`src/sacp_pkg.sv`:
```
// Shared constants and types for the serial converter port.
// Assumes one 20 MHz system clock; all pins synchronous to it.
package sacp_pkg;

    // Clock rate and reference settling time
    localparam int unsigned CLK_HZ          = 20_000_000;
    localparam int unsigned REF_SETTLE_MS   = 10;
    localparam int unsigned REF_SETTLE_CYC  =
        REF_SETTLE_MS * (CLK_HZ / 1000);

    // Conversion and power-down sequencing
    localparam logic [3:0] CONVERT_STROBE_SCK_EDGES   = 4'he;
    localparam logic [3:0] FLAG_EDGE        = 4'h1;
    localparam logic [2:0] NAP_PULSES       = 3'h2;
    localparam logic [2:0] SLEEP_PULSES     = 3'h4;
    localparam int unsigned RESULT_W        = 12;
    localparam logic [11:0] RESULT_RST      = 12'h000;

    // Operating state of the converter
    typedef enum logic [1:0] {
        SACP_ACQUIRE = 2'b00,
        SACP_CONVERT = 2'b01,
        SACP_NAP     = 2'b10,
        SACP_SLEEP   = 2'b11
    } sacp_state_t;

    // Serial data pin as driven by the device
    typedef struct packed {
        logic data;
        logic oe;
    } sacp_pin_t;

endpackage

```
`src/sacp_port.sv`:
```
// Serial converter port: convert start, result shift-out, power modes.
// Assumes sck_i and convert_strobe_i are synchronous to clk_i and that
// the host keeps each level for at least one clk_i cycle.
//
// What this block does
// Each serial clock rise during conversion advances conversion and output.
// Any serial clock pulse wakes from nap or sleep.
// Convert strobe rise holds input, starts conversion.
// Two strobes without serial clock enter nap.
// Four strobes without serial clock enter sleep.
// Range select low unipolar, high bipolar.
// Three-state output; word is previous conversion.
// Conversion lasts fourteen serial clock cycles.
// Acquisition runs from fourteenth edge to strobe.
// Sleep clears settled flag; returns after 10 ms.
// Result follows flag, MSB first, one per edge.
`timescale 1ns/1ps
module sacp_port
    import sacp_pkg::*;
#(
    parameter int unsigned SETTLE_CYCLES = REF_SETTLE_CYC
) (
    input  wire logic                clk_i,
    input  wire logic                rst_n_i,
    input  wire logic                sck_i,
    input  wire logic                convert_strobe_i,
    input  wire logic                range_select_i,
    input  wire logic [RESULT_W-1:0] input_code_i,
    output logic                     dout_o,
    output logic                     dout_oe_o,
    output logic                     hold_o,
    output logic                     nap_o,
    output logic                     sleep_o,
    output logic                     reference_settled_flag_o
);

    ////////////////////////////////////////////////////////////////////////
    // Declarations
    sacp_state_t           state_reg;
    sacp_state_t           state_next;
    logic                  sck_q_reg;
    logic                  convert_strobe_q_reg;
    logic [3:0]            edge_cnt_reg;
    logic [3:0]            edge_cnt_next;
    logic [2:0]            pulse_cnt_reg;
    logic [2:0]            pulse_cnt_next;
    logic [RESULT_W-1:0]   held_reg;
    logic [RESULT_W-1:0]   held_next;
    logic                  bip_reg;
    logic                  bip_next;
    logic [RESULT_W-1:0]   result_reg;
    logic [RESULT_W-1:0]   result_next;
    sacp_pin_t             pin_reg;
    sacp_pin_t             pin_next;
    logic                  flag_reg;
    logic                  flag_next;
    logic                  hold_reg;
    logic                  hold_next;
    logic                  nap_reg;
    logic                  nap_next;
    logic                  sleep_reg;
    logic                  sleep_next;
    logic                  sck_rise;
    logic                  convert_strobe_rise;
    logic                  wake_sleep;
    logic                  enter_sleep;
    logic                  settle_done;

    // Bipolar output is two's complement: flip the offset-binary MSB
    function automatic logic [RESULT_W-1:0] code_for_range(
        input logic [RESULT_W-1:0] code,
        input logic                bipolar
    );
        code_for_range = code;
        if (bipolar) begin
            code_for_range[RESULT_W-1] = ~code[RESULT_W-1];
        end
    endfunction

    ////////////////////////////////////////////////////////////////////////
    // Edge detection on the host pins
    assign sck_rise  = sck_i & ~sck_q_reg;
    assign convert_strobe_rise = convert_strobe_i & ~convert_strobe_q_reg;

    always_ff @(posedge clk_i or negedge rst_n_i) begin
        if (!rst_n_i) begin
            sck_q_reg  <= 1'b0;
            convert_strobe_q_reg <= 1'b0;
        end else begin
            sck_q_reg  <= sck_i;
            convert_strobe_q_reg <= convert_strobe_i;
        end
    end

    ////////////////////////////////////////////////////////////////////////
    // Sequencer: conversion steps, pulse counting, power modes
    always_comb begin
        state_next     = state_reg;
        edge_cnt_next  = edge_cnt_reg;
        pulse_cnt_next = pulse_cnt_reg;
        held_next      = held_reg;
        bip_next       = bip_reg;
        result_next    = result_reg;
        pin_next       = pin_reg;
        wake_sleep     = 1'b0;
        enter_sleep    = 1'b0;
        // Any serial clock rise breaks a run of strobes
        if (sck_rise) begin
            pulse_cnt_next = '0;
        end else if (convert_strobe_rise && pulse_cnt_reg != SLEEP_PULSES) begin
            pulse_cnt_next = pulse_cnt_reg + 3'h1;
        end
        case (state_reg)
            SACP_ACQUIRE: begin
                if (convert_strobe_rise) begin
                    held_next     = input_code_i;
                    bip_next      = range_select_i;
                    edge_cnt_next = '0;
                    state_next    = SACP_CONVERT;
                end
            end
            SACP_CONVERT: begin
                if (sck_rise) begin
                    edge_cnt_next = edge_cnt_reg + 4'h1;
                    if (edge_cnt_next == FLAG_EDGE) begin
                        pin_next.oe   = 1'b1;
                        pin_next.data = flag_reg;
                    end else if (edge_cnt_next < CONVERT_STROBE_SCK_EDGES) begin
                        // Word of the previous conversion
                        pin_next.data =
                            result_reg[4'(CONVERT_STROBE_SCK_EDGES - 4'h1)
                                       - edge_cnt_next];
                    end else begin
                        pin_next.oe  = 1'b0;
                        result_next  =
                            code_for_range(held_reg, bip_reg);
                        state_next   = SACP_ACQUIRE;
                    end
                end
            end
            SACP_NAP, SACP_SLEEP: begin
                if (sck_rise) begin
                    state_next = SACP_ACQUIRE;
                    wake_sleep = (state_reg == SACP_SLEEP);
                end
            end
            default: begin
                state_next = SACP_ACQUIRE;
            end
        endcase
        // Strobe runs take priority over a pending conversion
        if (!sck_rise && convert_strobe_rise) begin
            if (pulse_cnt_next == SLEEP_PULSES
                && state_reg != SACP_SLEEP) begin
                state_next  = SACP_SLEEP;
                enter_sleep = 1'b1;
                pin_next.oe = 1'b0;
            end else if (pulse_cnt_next == NAP_PULSES) begin
                state_next  = SACP_NAP;
                pin_next.oe = 1'b0;
            end
        end
        // Mode pins from the next state, so each leaves a flip-flop
        hold_next  = (state_next == SACP_CONVERT);
        nap_next   = (state_next == SACP_NAP);
        sleep_next = (state_next == SACP_SLEEP);
    end

    // Registers only
    always_ff @(posedge clk_i or negedge rst_n_i) begin
        if (!rst_n_i) begin
            state_reg     <= SACP_ACQUIRE;
            edge_cnt_reg  <= '0;
            pulse_cnt_reg <= '0;
            held_reg      <= RESULT_RST;
            bip_reg       <= 1'b0;
            result_reg    <= RESULT_RST;
            pin_reg       <= '0;
            hold_reg      <= 1'b0;
            nap_reg       <= 1'b0;
            sleep_reg     <= 1'b0;
        end else begin
            state_reg     <= state_next;
            edge_cnt_reg  <= edge_cnt_next;
            pulse_cnt_reg <= pulse_cnt_next;
            held_reg      <= held_next;
            bip_reg       <= bip_next;
            result_reg    <= result_next;
            pin_reg       <= pin_next;
            hold_reg      <= hold_next;
            nap_reg       <= nap_next;
            sleep_reg     <= sleep_next;
        end
    end

    ////////////////////////////////////////////////////////////////////////
    // Reference settled flag; the timer pulse wins over a same-cycle clear
    sacp_settle_timer #(
        .SETTLE_CYCLES (SETTLE_CYCLES)
    ) u_settle (
        .clk_i   (clk_i),
        .rst_n_i (rst_n_i),
        .start_i (wake_sleep),
        .clear_i (enter_sleep),
        .done_o  (settle_done)
    );

    always_comb begin
        flag_next = flag_reg;
        if (settle_done) begin
            flag_next = 1'b1;
        end else if (enter_sleep) begin
            flag_next = 1'b0;
        end
    end

    // Power-up assumes a settled reference; no reset pin on the part
    always_ff @(posedge clk_i or negedge rst_n_i) begin
        if (!rst_n_i) begin
            flag_reg <= 1'b1;
        end else begin
            flag_reg <= flag_next;
        end
    end

    ////////////////////////////////////////////////////////////////////////
    // Outputs, all straight from flip-flops
    assign dout_o                   = pin_reg.data;
    assign dout_oe_o                = pin_reg.oe;
    assign hold_o                   = hold_reg;
    assign nap_o                    = nap_reg;
    assign sleep_o                  = sleep_reg;
    assign reference_settled_flag_o = flag_reg;

endmodule

```
`src/sacp_settle_timer.sv`:
```
// Reference settling timer: counts out the delay after a wake from sleep.
// Assumes start and clear are one-cycle pulses in the clk_i domain.
`timescale 1ns/1ps
module sacp_settle_timer
    import sacp_pkg::*;
#(
    parameter int unsigned SETTLE_CYCLES = REF_SETTLE_CYC
) (
    input  wire logic clk_i,
    input  wire logic rst_n_i,
    input  wire logic start_i,
    input  wire logic clear_i,
    output logic      done_o
);

    logic [17:0] cnt_reg;
    logic [17:0] cnt_next;
    logic        run_reg;
    logic        run_next;
    logic        done_reg;
    logic        done_next;

    ////////////////////////////////////////////////////////////////////////
    // Next values; clear beats start so sleep always aborts the count
    always_comb begin
        cnt_next  = cnt_reg;
        run_next  = run_reg;
        done_next = 1'b0;
        if (clear_i) begin
            run_next = 1'b0;
            cnt_next = '0;
        end else if (start_i) begin
            run_next = 1'b1;
            cnt_next = '0;
        end else if (run_reg) begin
            if (cnt_reg == 18'(SETTLE_CYCLES - 1)) begin
                run_next  = 1'b0;
                done_next = 1'b1;  // One-cycle pulse
            end else begin
                cnt_next = cnt_reg + 18'h1;
            end
        end
    end

    // Registers only
    always_ff @(posedge clk_i or negedge rst_n_i) begin
        if (!rst_n_i) begin
            cnt_reg  <= '0;
            run_reg  <= 1'b0;
            done_reg <= 1'b0;
        end else begin
            cnt_reg  <= cnt_next;
            run_reg  <= run_next;
            done_reg <= done_next;
        end
    end

    assign done_o = done_reg;

endmodule

```
`config.mk`:
```
export PLATFORM = sky130hd
export DESIGN_NAME = sacp_port
export DESIGN_NICKNAME = d
export VERILOG_FILES = /design/src/sacp_pkg.sv /design/src/sacp_port.sv /design/src/sacp_settle_timer.sv
export SDC_FILE = /design/constraint.sdc
export NUM_CORES = 1
export LEC_CHECK = 0
export BUFFER_PORTS_ARGS = -buffer_cell sky130_fd_sc_hd__buf_2
export CAP_MARGIN = 20
export CORE_MARGIN = 4
export CORE_UTILIZATION = 64
export DETAILED_ROUTE_END_ITERATION = 12
export HOLD_SLACK_MARGIN = 0.06
export PLACE_DENSITY = 0.95
export SYNTH_ARGS = -nofsm -noshare
export SYNTH_HDL_FRONTEND = slang
export SYNTH_SLANG_ARGS = --single-unit
export TNS_END_PERCENT = 20
```
`constraint.sdc`:
```
create_clock -name clk_i -period 3.9 [get_ports clk_i]
set_input_delay 0.78 -clock clk_i [delete_from_list [all_inputs] [get_ports clk_i]]
set_output_delay 0.78 -clock clk_i [all_outputs]
set_load 0.02 [all_outputs]
```
==> reports/qor.yml, run 1 <==
outcome: "finished, final reports clean"
whs_path_depth: 1
grt_pass1_wl_mm: 11.0
clock_latency_ns: 0.34
total_power_uw: 2390
track_usage_pct: 23.9
hp-class: "reg -> reg"
htree_num_levels: 3
io_pins: 23
whs_ns: 0.443
tightest_slew_ns: 0.773
worst_ep_required_time_ns: 4.13
antenna_found_initial: 0
seq_area_frac_synth_pct: 50.6
fin_nets: 323
setup_viol: 0
hold_path_end: "reference_settled_flag_o"
synth_cell_type_count: 55
p_leak_uw: 0.00154
largest_reg_flops: 18
cts_tree: "done"
viasPerCell: 6.42
regToRegSetupSlack_ns: 1.21
critPathCaptureType: "register"
synth.area.top_cells: "dfrtp_1 50%, mux2_2 9.9%, nor2_1 3.2%"
worst-path-max-fanout: 9
grt_pass1_vias: 2266
dieHeight_um: 77.3
drive_gt1_share_pct: 24.6
netlist.area_leader.share_pct: 49.7
crit_arrival_ns: 2.93
path_buf_inv: 0
netlist_instances: 271
crit_chain: "ha_1 -> xor2_1 -> ha_1 -> xnor2_1 -> xnor2_1 -> mux2_2 -> a211o_1 -> a41o_1"
timing.setup.tns_ns: 0
die_x_um: 77.3
num_vias: 2293
startpoint_type: "register"
regArea_um2: 1550
synthTopCellsByCount: "61 x dfrtp_1, 27 x mux2_2, 26 x nor2_1, 14 x nand2_1, 13 x nand3_1"
grt-ovfl-total: 0
diodes: 0
placed_cell_area_um2: 3220
area_growth_syn_to_layout_pct: 12.0
drt_pass1_iterations: 7
min_from: "u_settle.done_o"
cpPeakStageDelay_ns: 0.50
routed_wl_mm: 6.36
start_util_pct: 68.2
cts.path.max_buffers: 2
grt_start_max_net_pins: 34
yosys.area.top_type: "dfrtp_1"
cts_root_buffer: "clkbuf_8"
reg2reg_from: "edge_cnt_reg[0]"
synth.net_count: 294
synth_area_um2: 3070
period_share_pct: 69.1
r2r_end: "dout_o"
wire_per_inst_um: 17.8
powerDensity_nw_per_um2: 695
yosysWarnings: 0
final_hold_viol_count: 0
cts_made_buffers: 9
ant_nets: 0
gp_congestion: 0.874
finalCriticalPeriod_ns: 2.69
worstRegToRegCells: 8
syn_area_per_cell_um2: 11.3
maxCapViolCount: 0
rsz0062_at_grt: "no"
rows: 24
fin_area_um2: 3440
clock-sinks: 62
slew_violations: 0
drcViolationCount: 0
fin_worst_skew_ns: 0.00864
drt-initial-drc-count: 225
clk_pin_slew_ns: 0.07
synth_top_flop_cell: "dfrtp_1"
crit_family: "XOR/XNOR gates"
worst_ir_drop_vdd_v: 0.000425
timing.fmax_mhz: 371
hpwl_mm: 4.37
cts.repair.resized: 0
portBuffers: 22
hold_buffers: 0
max_slew_margin_pct: 48.5
slowest_stage: "dfrtp_1"
synth_async_sr_flop_share_pct: 100
crit_type: "reg -> reg"
synth_edf_count: 0
synth_seq_cells: 62
fillers: 285
post_cts.repair.setup_buffers: 0
yosysMostFrequentCell: "dfrtp_1"
dieArea_um2: 5970
coreArea_um2: 4500
multi_input_comb_area_um2: 1450
metal layers:
metal,wire [µm],share of wire [%],GRT usage [%],vias up
li1,-,-,-,1067
met2,3150,50,37.0,116
met5,0,0,0,-
met4,138,2.2,12.1,0
met1,2660,42,31.4,1094
met3,413,6.5,5.62,16
worst register-to-register path, cell delays in order (launching register included):
cell     delay [ns]
dfrtp_1        0.50
ha_1           0.36
xor2_1         0.21
ha_1           0.24
xnor2_1        0.23
xnor2_1        0.19
mux2_2         0.36
a211o_1        0.28
a41o_1         0.22
placed cells by master, fill, tap and decap left out, types with 3 or more instances in the layout:
cell type / n
dfrtp_1: 61
mux2_2: 27
nor2_1: 26
buf_2: 22
nand2_1: 14
nand3_1: 13
o21ai_0: 12
clkbuf_8: 11
inv_1: 8
xnor2_1: 8
xor2_1: 7
a21oi_1: 6
nand4_1: 6
ha_1: 6
o211ai_1: 5
nor3_1: 5
nand2b_1: 3
a211oi_1: 3
and4b_1: 3
and2_1: 3
nor4_1: 3
and3_1: 3
o221a_2: 3
mux4_1: 3
buf_4: 3
through the flow:
step | setup WS, ns | util, % | cells
2_1_floorplan | 1.52 | - | 271
3_3_place_gp | 1.38 | 71.5 | 340
4_1_cts | 1.22 | 76.2 | 356
3_5_place_dp | 1.20 | 71.5 | 340
5_1_grt | 1.10 | 76.3 | 357
6_report | 1.21 | 76.3 | 357
worst max-delay path by stage:
| stage | from | end | slack (ns) | depth (start not counted) |
|---|---|---|---|---|
| floorplan | edge_cnt_reg[1] | dout_o | 1.52 | 9 |
| global placement | convert_strobe_i | u_settle.cnt_reg[4] | 1.38 | 6 |
| detailed placement | convert_strobe_i | u_settle.cnt_reg[5] | 1.20 | 6 |
| CTS | edge_cnt_reg[0] | dout_o | 1.22 | 8 |
| global route | edge_cnt_reg[0] | dout_o | 1.10 | 8 |
| finish | edge_cnt_reg[0] | dout_o | 1.21 | 8 |
kinds of logic (layout without fill, tap and decap cells):
logic type	after synthesis	in the layout	synth area share, %
AO/OA/AOI/OAI	49	49	11.5
XOR/XNOR	15	15	4.28
adder cells (fa/ha/maj)	6	6	2.44
buffers and inverters	15	49	2.24
flip-flops	62	62	50.6
multiplexers	30	30	12.5
AND/OR/NAND/NOR	94	94	16.5
power breakdown:
| part | internal, µW | switching (µW) |
|---|---|---|
| logic | 364 | 353 |
| registers | 874 | 219 |
| clock network | 332 | 249 |
| total | 1570 | 821 |
layout make-up:
cell class	count	share of cell area [%]
sequential	62	45.2
multi-input combinational	194	42.1
clock buffer	12	4.51
timing repair buffer	25	3.86
tap	52	1.89
clock inverter	4	1.56
inverter	8	0.873
Note: power is estimated with default switching activity, not from simulation.
==> inputs of run 2 (changes only) <==
- ABC_AREA: default -> 1
- CORE_UTILIZATION: 64 -> 60
- PLACE_DENSITY: 0.95 -> 0.9
- clock period: 3.9 -> 2.5 ns (I/O delays scaled with it)
==> reports/qor.yml, run 2 <==
clk_pin_slew_ns: 0.07
post_cts.repair.setup_buffers: 0
cts_root_buffer: "clkbuf_8"
coreArea_um2: 5240
final_hold_viol_count: 0
rsz0062_at_grt: "no"
netlist.area_leader.share_pct: 45.8
seq_power_share_pct: 43.0
yosysWarnings: 0
portBuffers: 22
area_growth_syn_to_layout_pct: 9.46
grt_pass1_wl_mm: 11.9
critPathCaptureType: "register"
share_comb_of_total_power_pct: 36.0
gp_congestion: 0.898
maxCapViolCount: 0
yosys.area.top_type: "dfrtp_1"
wire_per_inst_um: 14.1
worst_ir_drop_vdd_v: 0.000542
syn_area_per_cell_um2: 8.53
worst_ep_required_time_ns: 2.71
crit_type: "reg -> reg"
viasPerCell: 5.56
max_slew_margin_pct: 59.8
finalCriticalPeriod_ns: 2.07
cts.repair.resized: 0
timing.fmax_mhz: 484
synthTopCellsByCount: "96 x nand2_1, 61 x dfrtp_1, 46 x nand3_1, 42 x inv_1, 28 x nor2_1"
fin_area_um2: 3650
synth_area_um2: 3330
synth_async_sr_flop_share_pct: 100
num_vias: 2742
synth_seq_cells: 62
drive_gt1_share_pct: 21.0
fin_nets: 441
final_cell_mix: "96 x nand2_1, 61 x dfrtp_1, 46 x nand3_1"
total_power_uw: 3640
final_common_cell: "nand2_1"
grt-ovfl-total: 0
yosysMostFrequentCell: "nand2_1"
synth_cell_type_count: 35
seq_area_frac_synth_pct: 46.6
dieHeight_um: 82.6
hpwl_mm: 4.98
diodes: 0
clock-sinks: 62
start_util_pct: 63.7
slew_violations: 0
setup_viol: 0
synth_edf_count: 0
routed_wl_mm: 6.96
rows: 26
startpoint_type: "register"
drcViolationCount: 0
dieArea_um2: 6810
fin_util_pct: 69.7
hold_buffers: 0
drt_pass1_iterations: 4
crit_arrival_ns: 2.28
outcome: "finished, final reports clean"
placed_cell_area_um2: 3480
grt_start_max_net_pins: 29
fin_cells: 493
p_sw_share_pct: 39.3
internal_power_uw: 2210
p_leak_uw: 0.00181
cts_made_buffers: 9
ant_nets: 0
clock_latency_ns: 0.34
fin_worst_skew_ns: 0.00535
tightest_slew_ns: 0.603
timing.setup.tns_ns: 0
grt_pass1_vias: 2670
period_share_pct: 82.7
p_sw_uw: 1430
synth.net_count: 414
fillers: 401
track_usage_pct: 23.0
p_clk_share_pct: 20.9
worst-path-max-fanout: 25
cts.path.max_buffers: 2
synth.area.top_cells: "dfrtp_1 46%, nand2_1 11%, nand3_1 6.9%"
hp-class: "in -> async"
netlist_instances: 391
io_pins: 23
drt-initial-drc-count: 192
powerDensity_nw_per_um2: 998
placedCellCount: 477
htree_num_levels: 3
synth_top_flop_cell: "dfrtp_1"
antenna_found_initial: 0
die_x_um: 82.6
cts_tree: "done"
largest_reg_flops: 18
-- run 2: changes by cell type after synthesis, moves of 8 or more --
cell,before,now
inv_1,8,42
mux2_2,27,13
nand2_1,14,96
nand3_1,13,46
o21ai_0,12,22
o21ai_2,0,8
-- run 2: power groups by stage --
stage / clock network [µW] / registers [µW] / logic (µW)
after floorplan: 0 / 1540 / 1050
after global placement: 0 / 1560 / 1220
after detailed placement: 0 / 1580 / 1290
after CTS: 765 / 1570 / 1310
after global routing: 820 / 1610 / 1470
final: 763 / 1570 / 1310
-- run 2: cells by family after synthesis --
logic type,after synthesis,synth area share (%)
AOI/OAI and AO/OA,45,8.52
adders and majority gates,6,2.25
and+or+nand+nor,199,28.0
muxes,13,4.39
buffers and inverters,56,7.47
xor gates and xnor gates,10,2.85
DFF,62,46.6
-- run 2: worst paths after layout --
| path | cells past startpoint | start | to | slack [ns] |
|---|---|---|---|---|
| worst min register to register | 1 | u_settle.done_o | reference_settled_flag_o | 0.43 |
| max in group asynchronous | 2 | rst_n_i | reference_settled_flag_o | 1.58 |
| worst max register to register | 11 | pulse_cnt_reg[0] | u_settle.cnt_reg[4] | 0.43 |
| worst min-delay path | 1 | rst_n_i | result_reg[4] | 0.16 |
| min in group clk_i | 1 | sck_i | sck_q_reg | 0.28 |
| worst max-delay path | 11 | pulse_cnt_reg[0] | u_settle.cnt_reg[4] | 0.43 |
-- run 2: stage by stage --
step / worst slack [ns] / hold WS [ns]
global route: 0.207 / 0.209
CTS: 0.451 / 0.181
global placement: 0.529 / 0.412
floorplan: 0.810 / 0.204
finish: 0.433 / 0.163
detailed placement: 0.470 / 0.422
-- run 2: layout make-up --
type | count | area [µm²] | share of cell area [%]
clock buffer | 12 | 145 | 3.98
timing repair buffer | 25 | 133 | 3.63
sequential | 62 | 1550 | 42.5
inverter | 47 | 176 | 4.83
tap | 70 | 87.6 | 2.40
clock inverter | 4 | 22.5 | 0.617
multi-input combinational | 273 | 1530 | 42.0
-- run 2: routing by layer --
layer	vias to the layer above	part of all wire, %	global-route usage, %
li1	1330	-	-
met1	1317	43	29.4
met2	84	51	38.7
met3	11	4.9	5.21
met4	0	1.2	7.35
met5	-	0	0
-- run 2: critical path: stages, from the launching register on --
cell	delay [ns]
dfrtp_1	0.41
inv_1	0.09
ha_1	0.15
nand2_1	0.11
nand3_2	0.11
nand2_1	0.08
nand2_1	0.07
nand3_1	0.11
nor2_2	0.19
nand2_4	0.20
nand2_4	0.27
o21ai_0	0.13
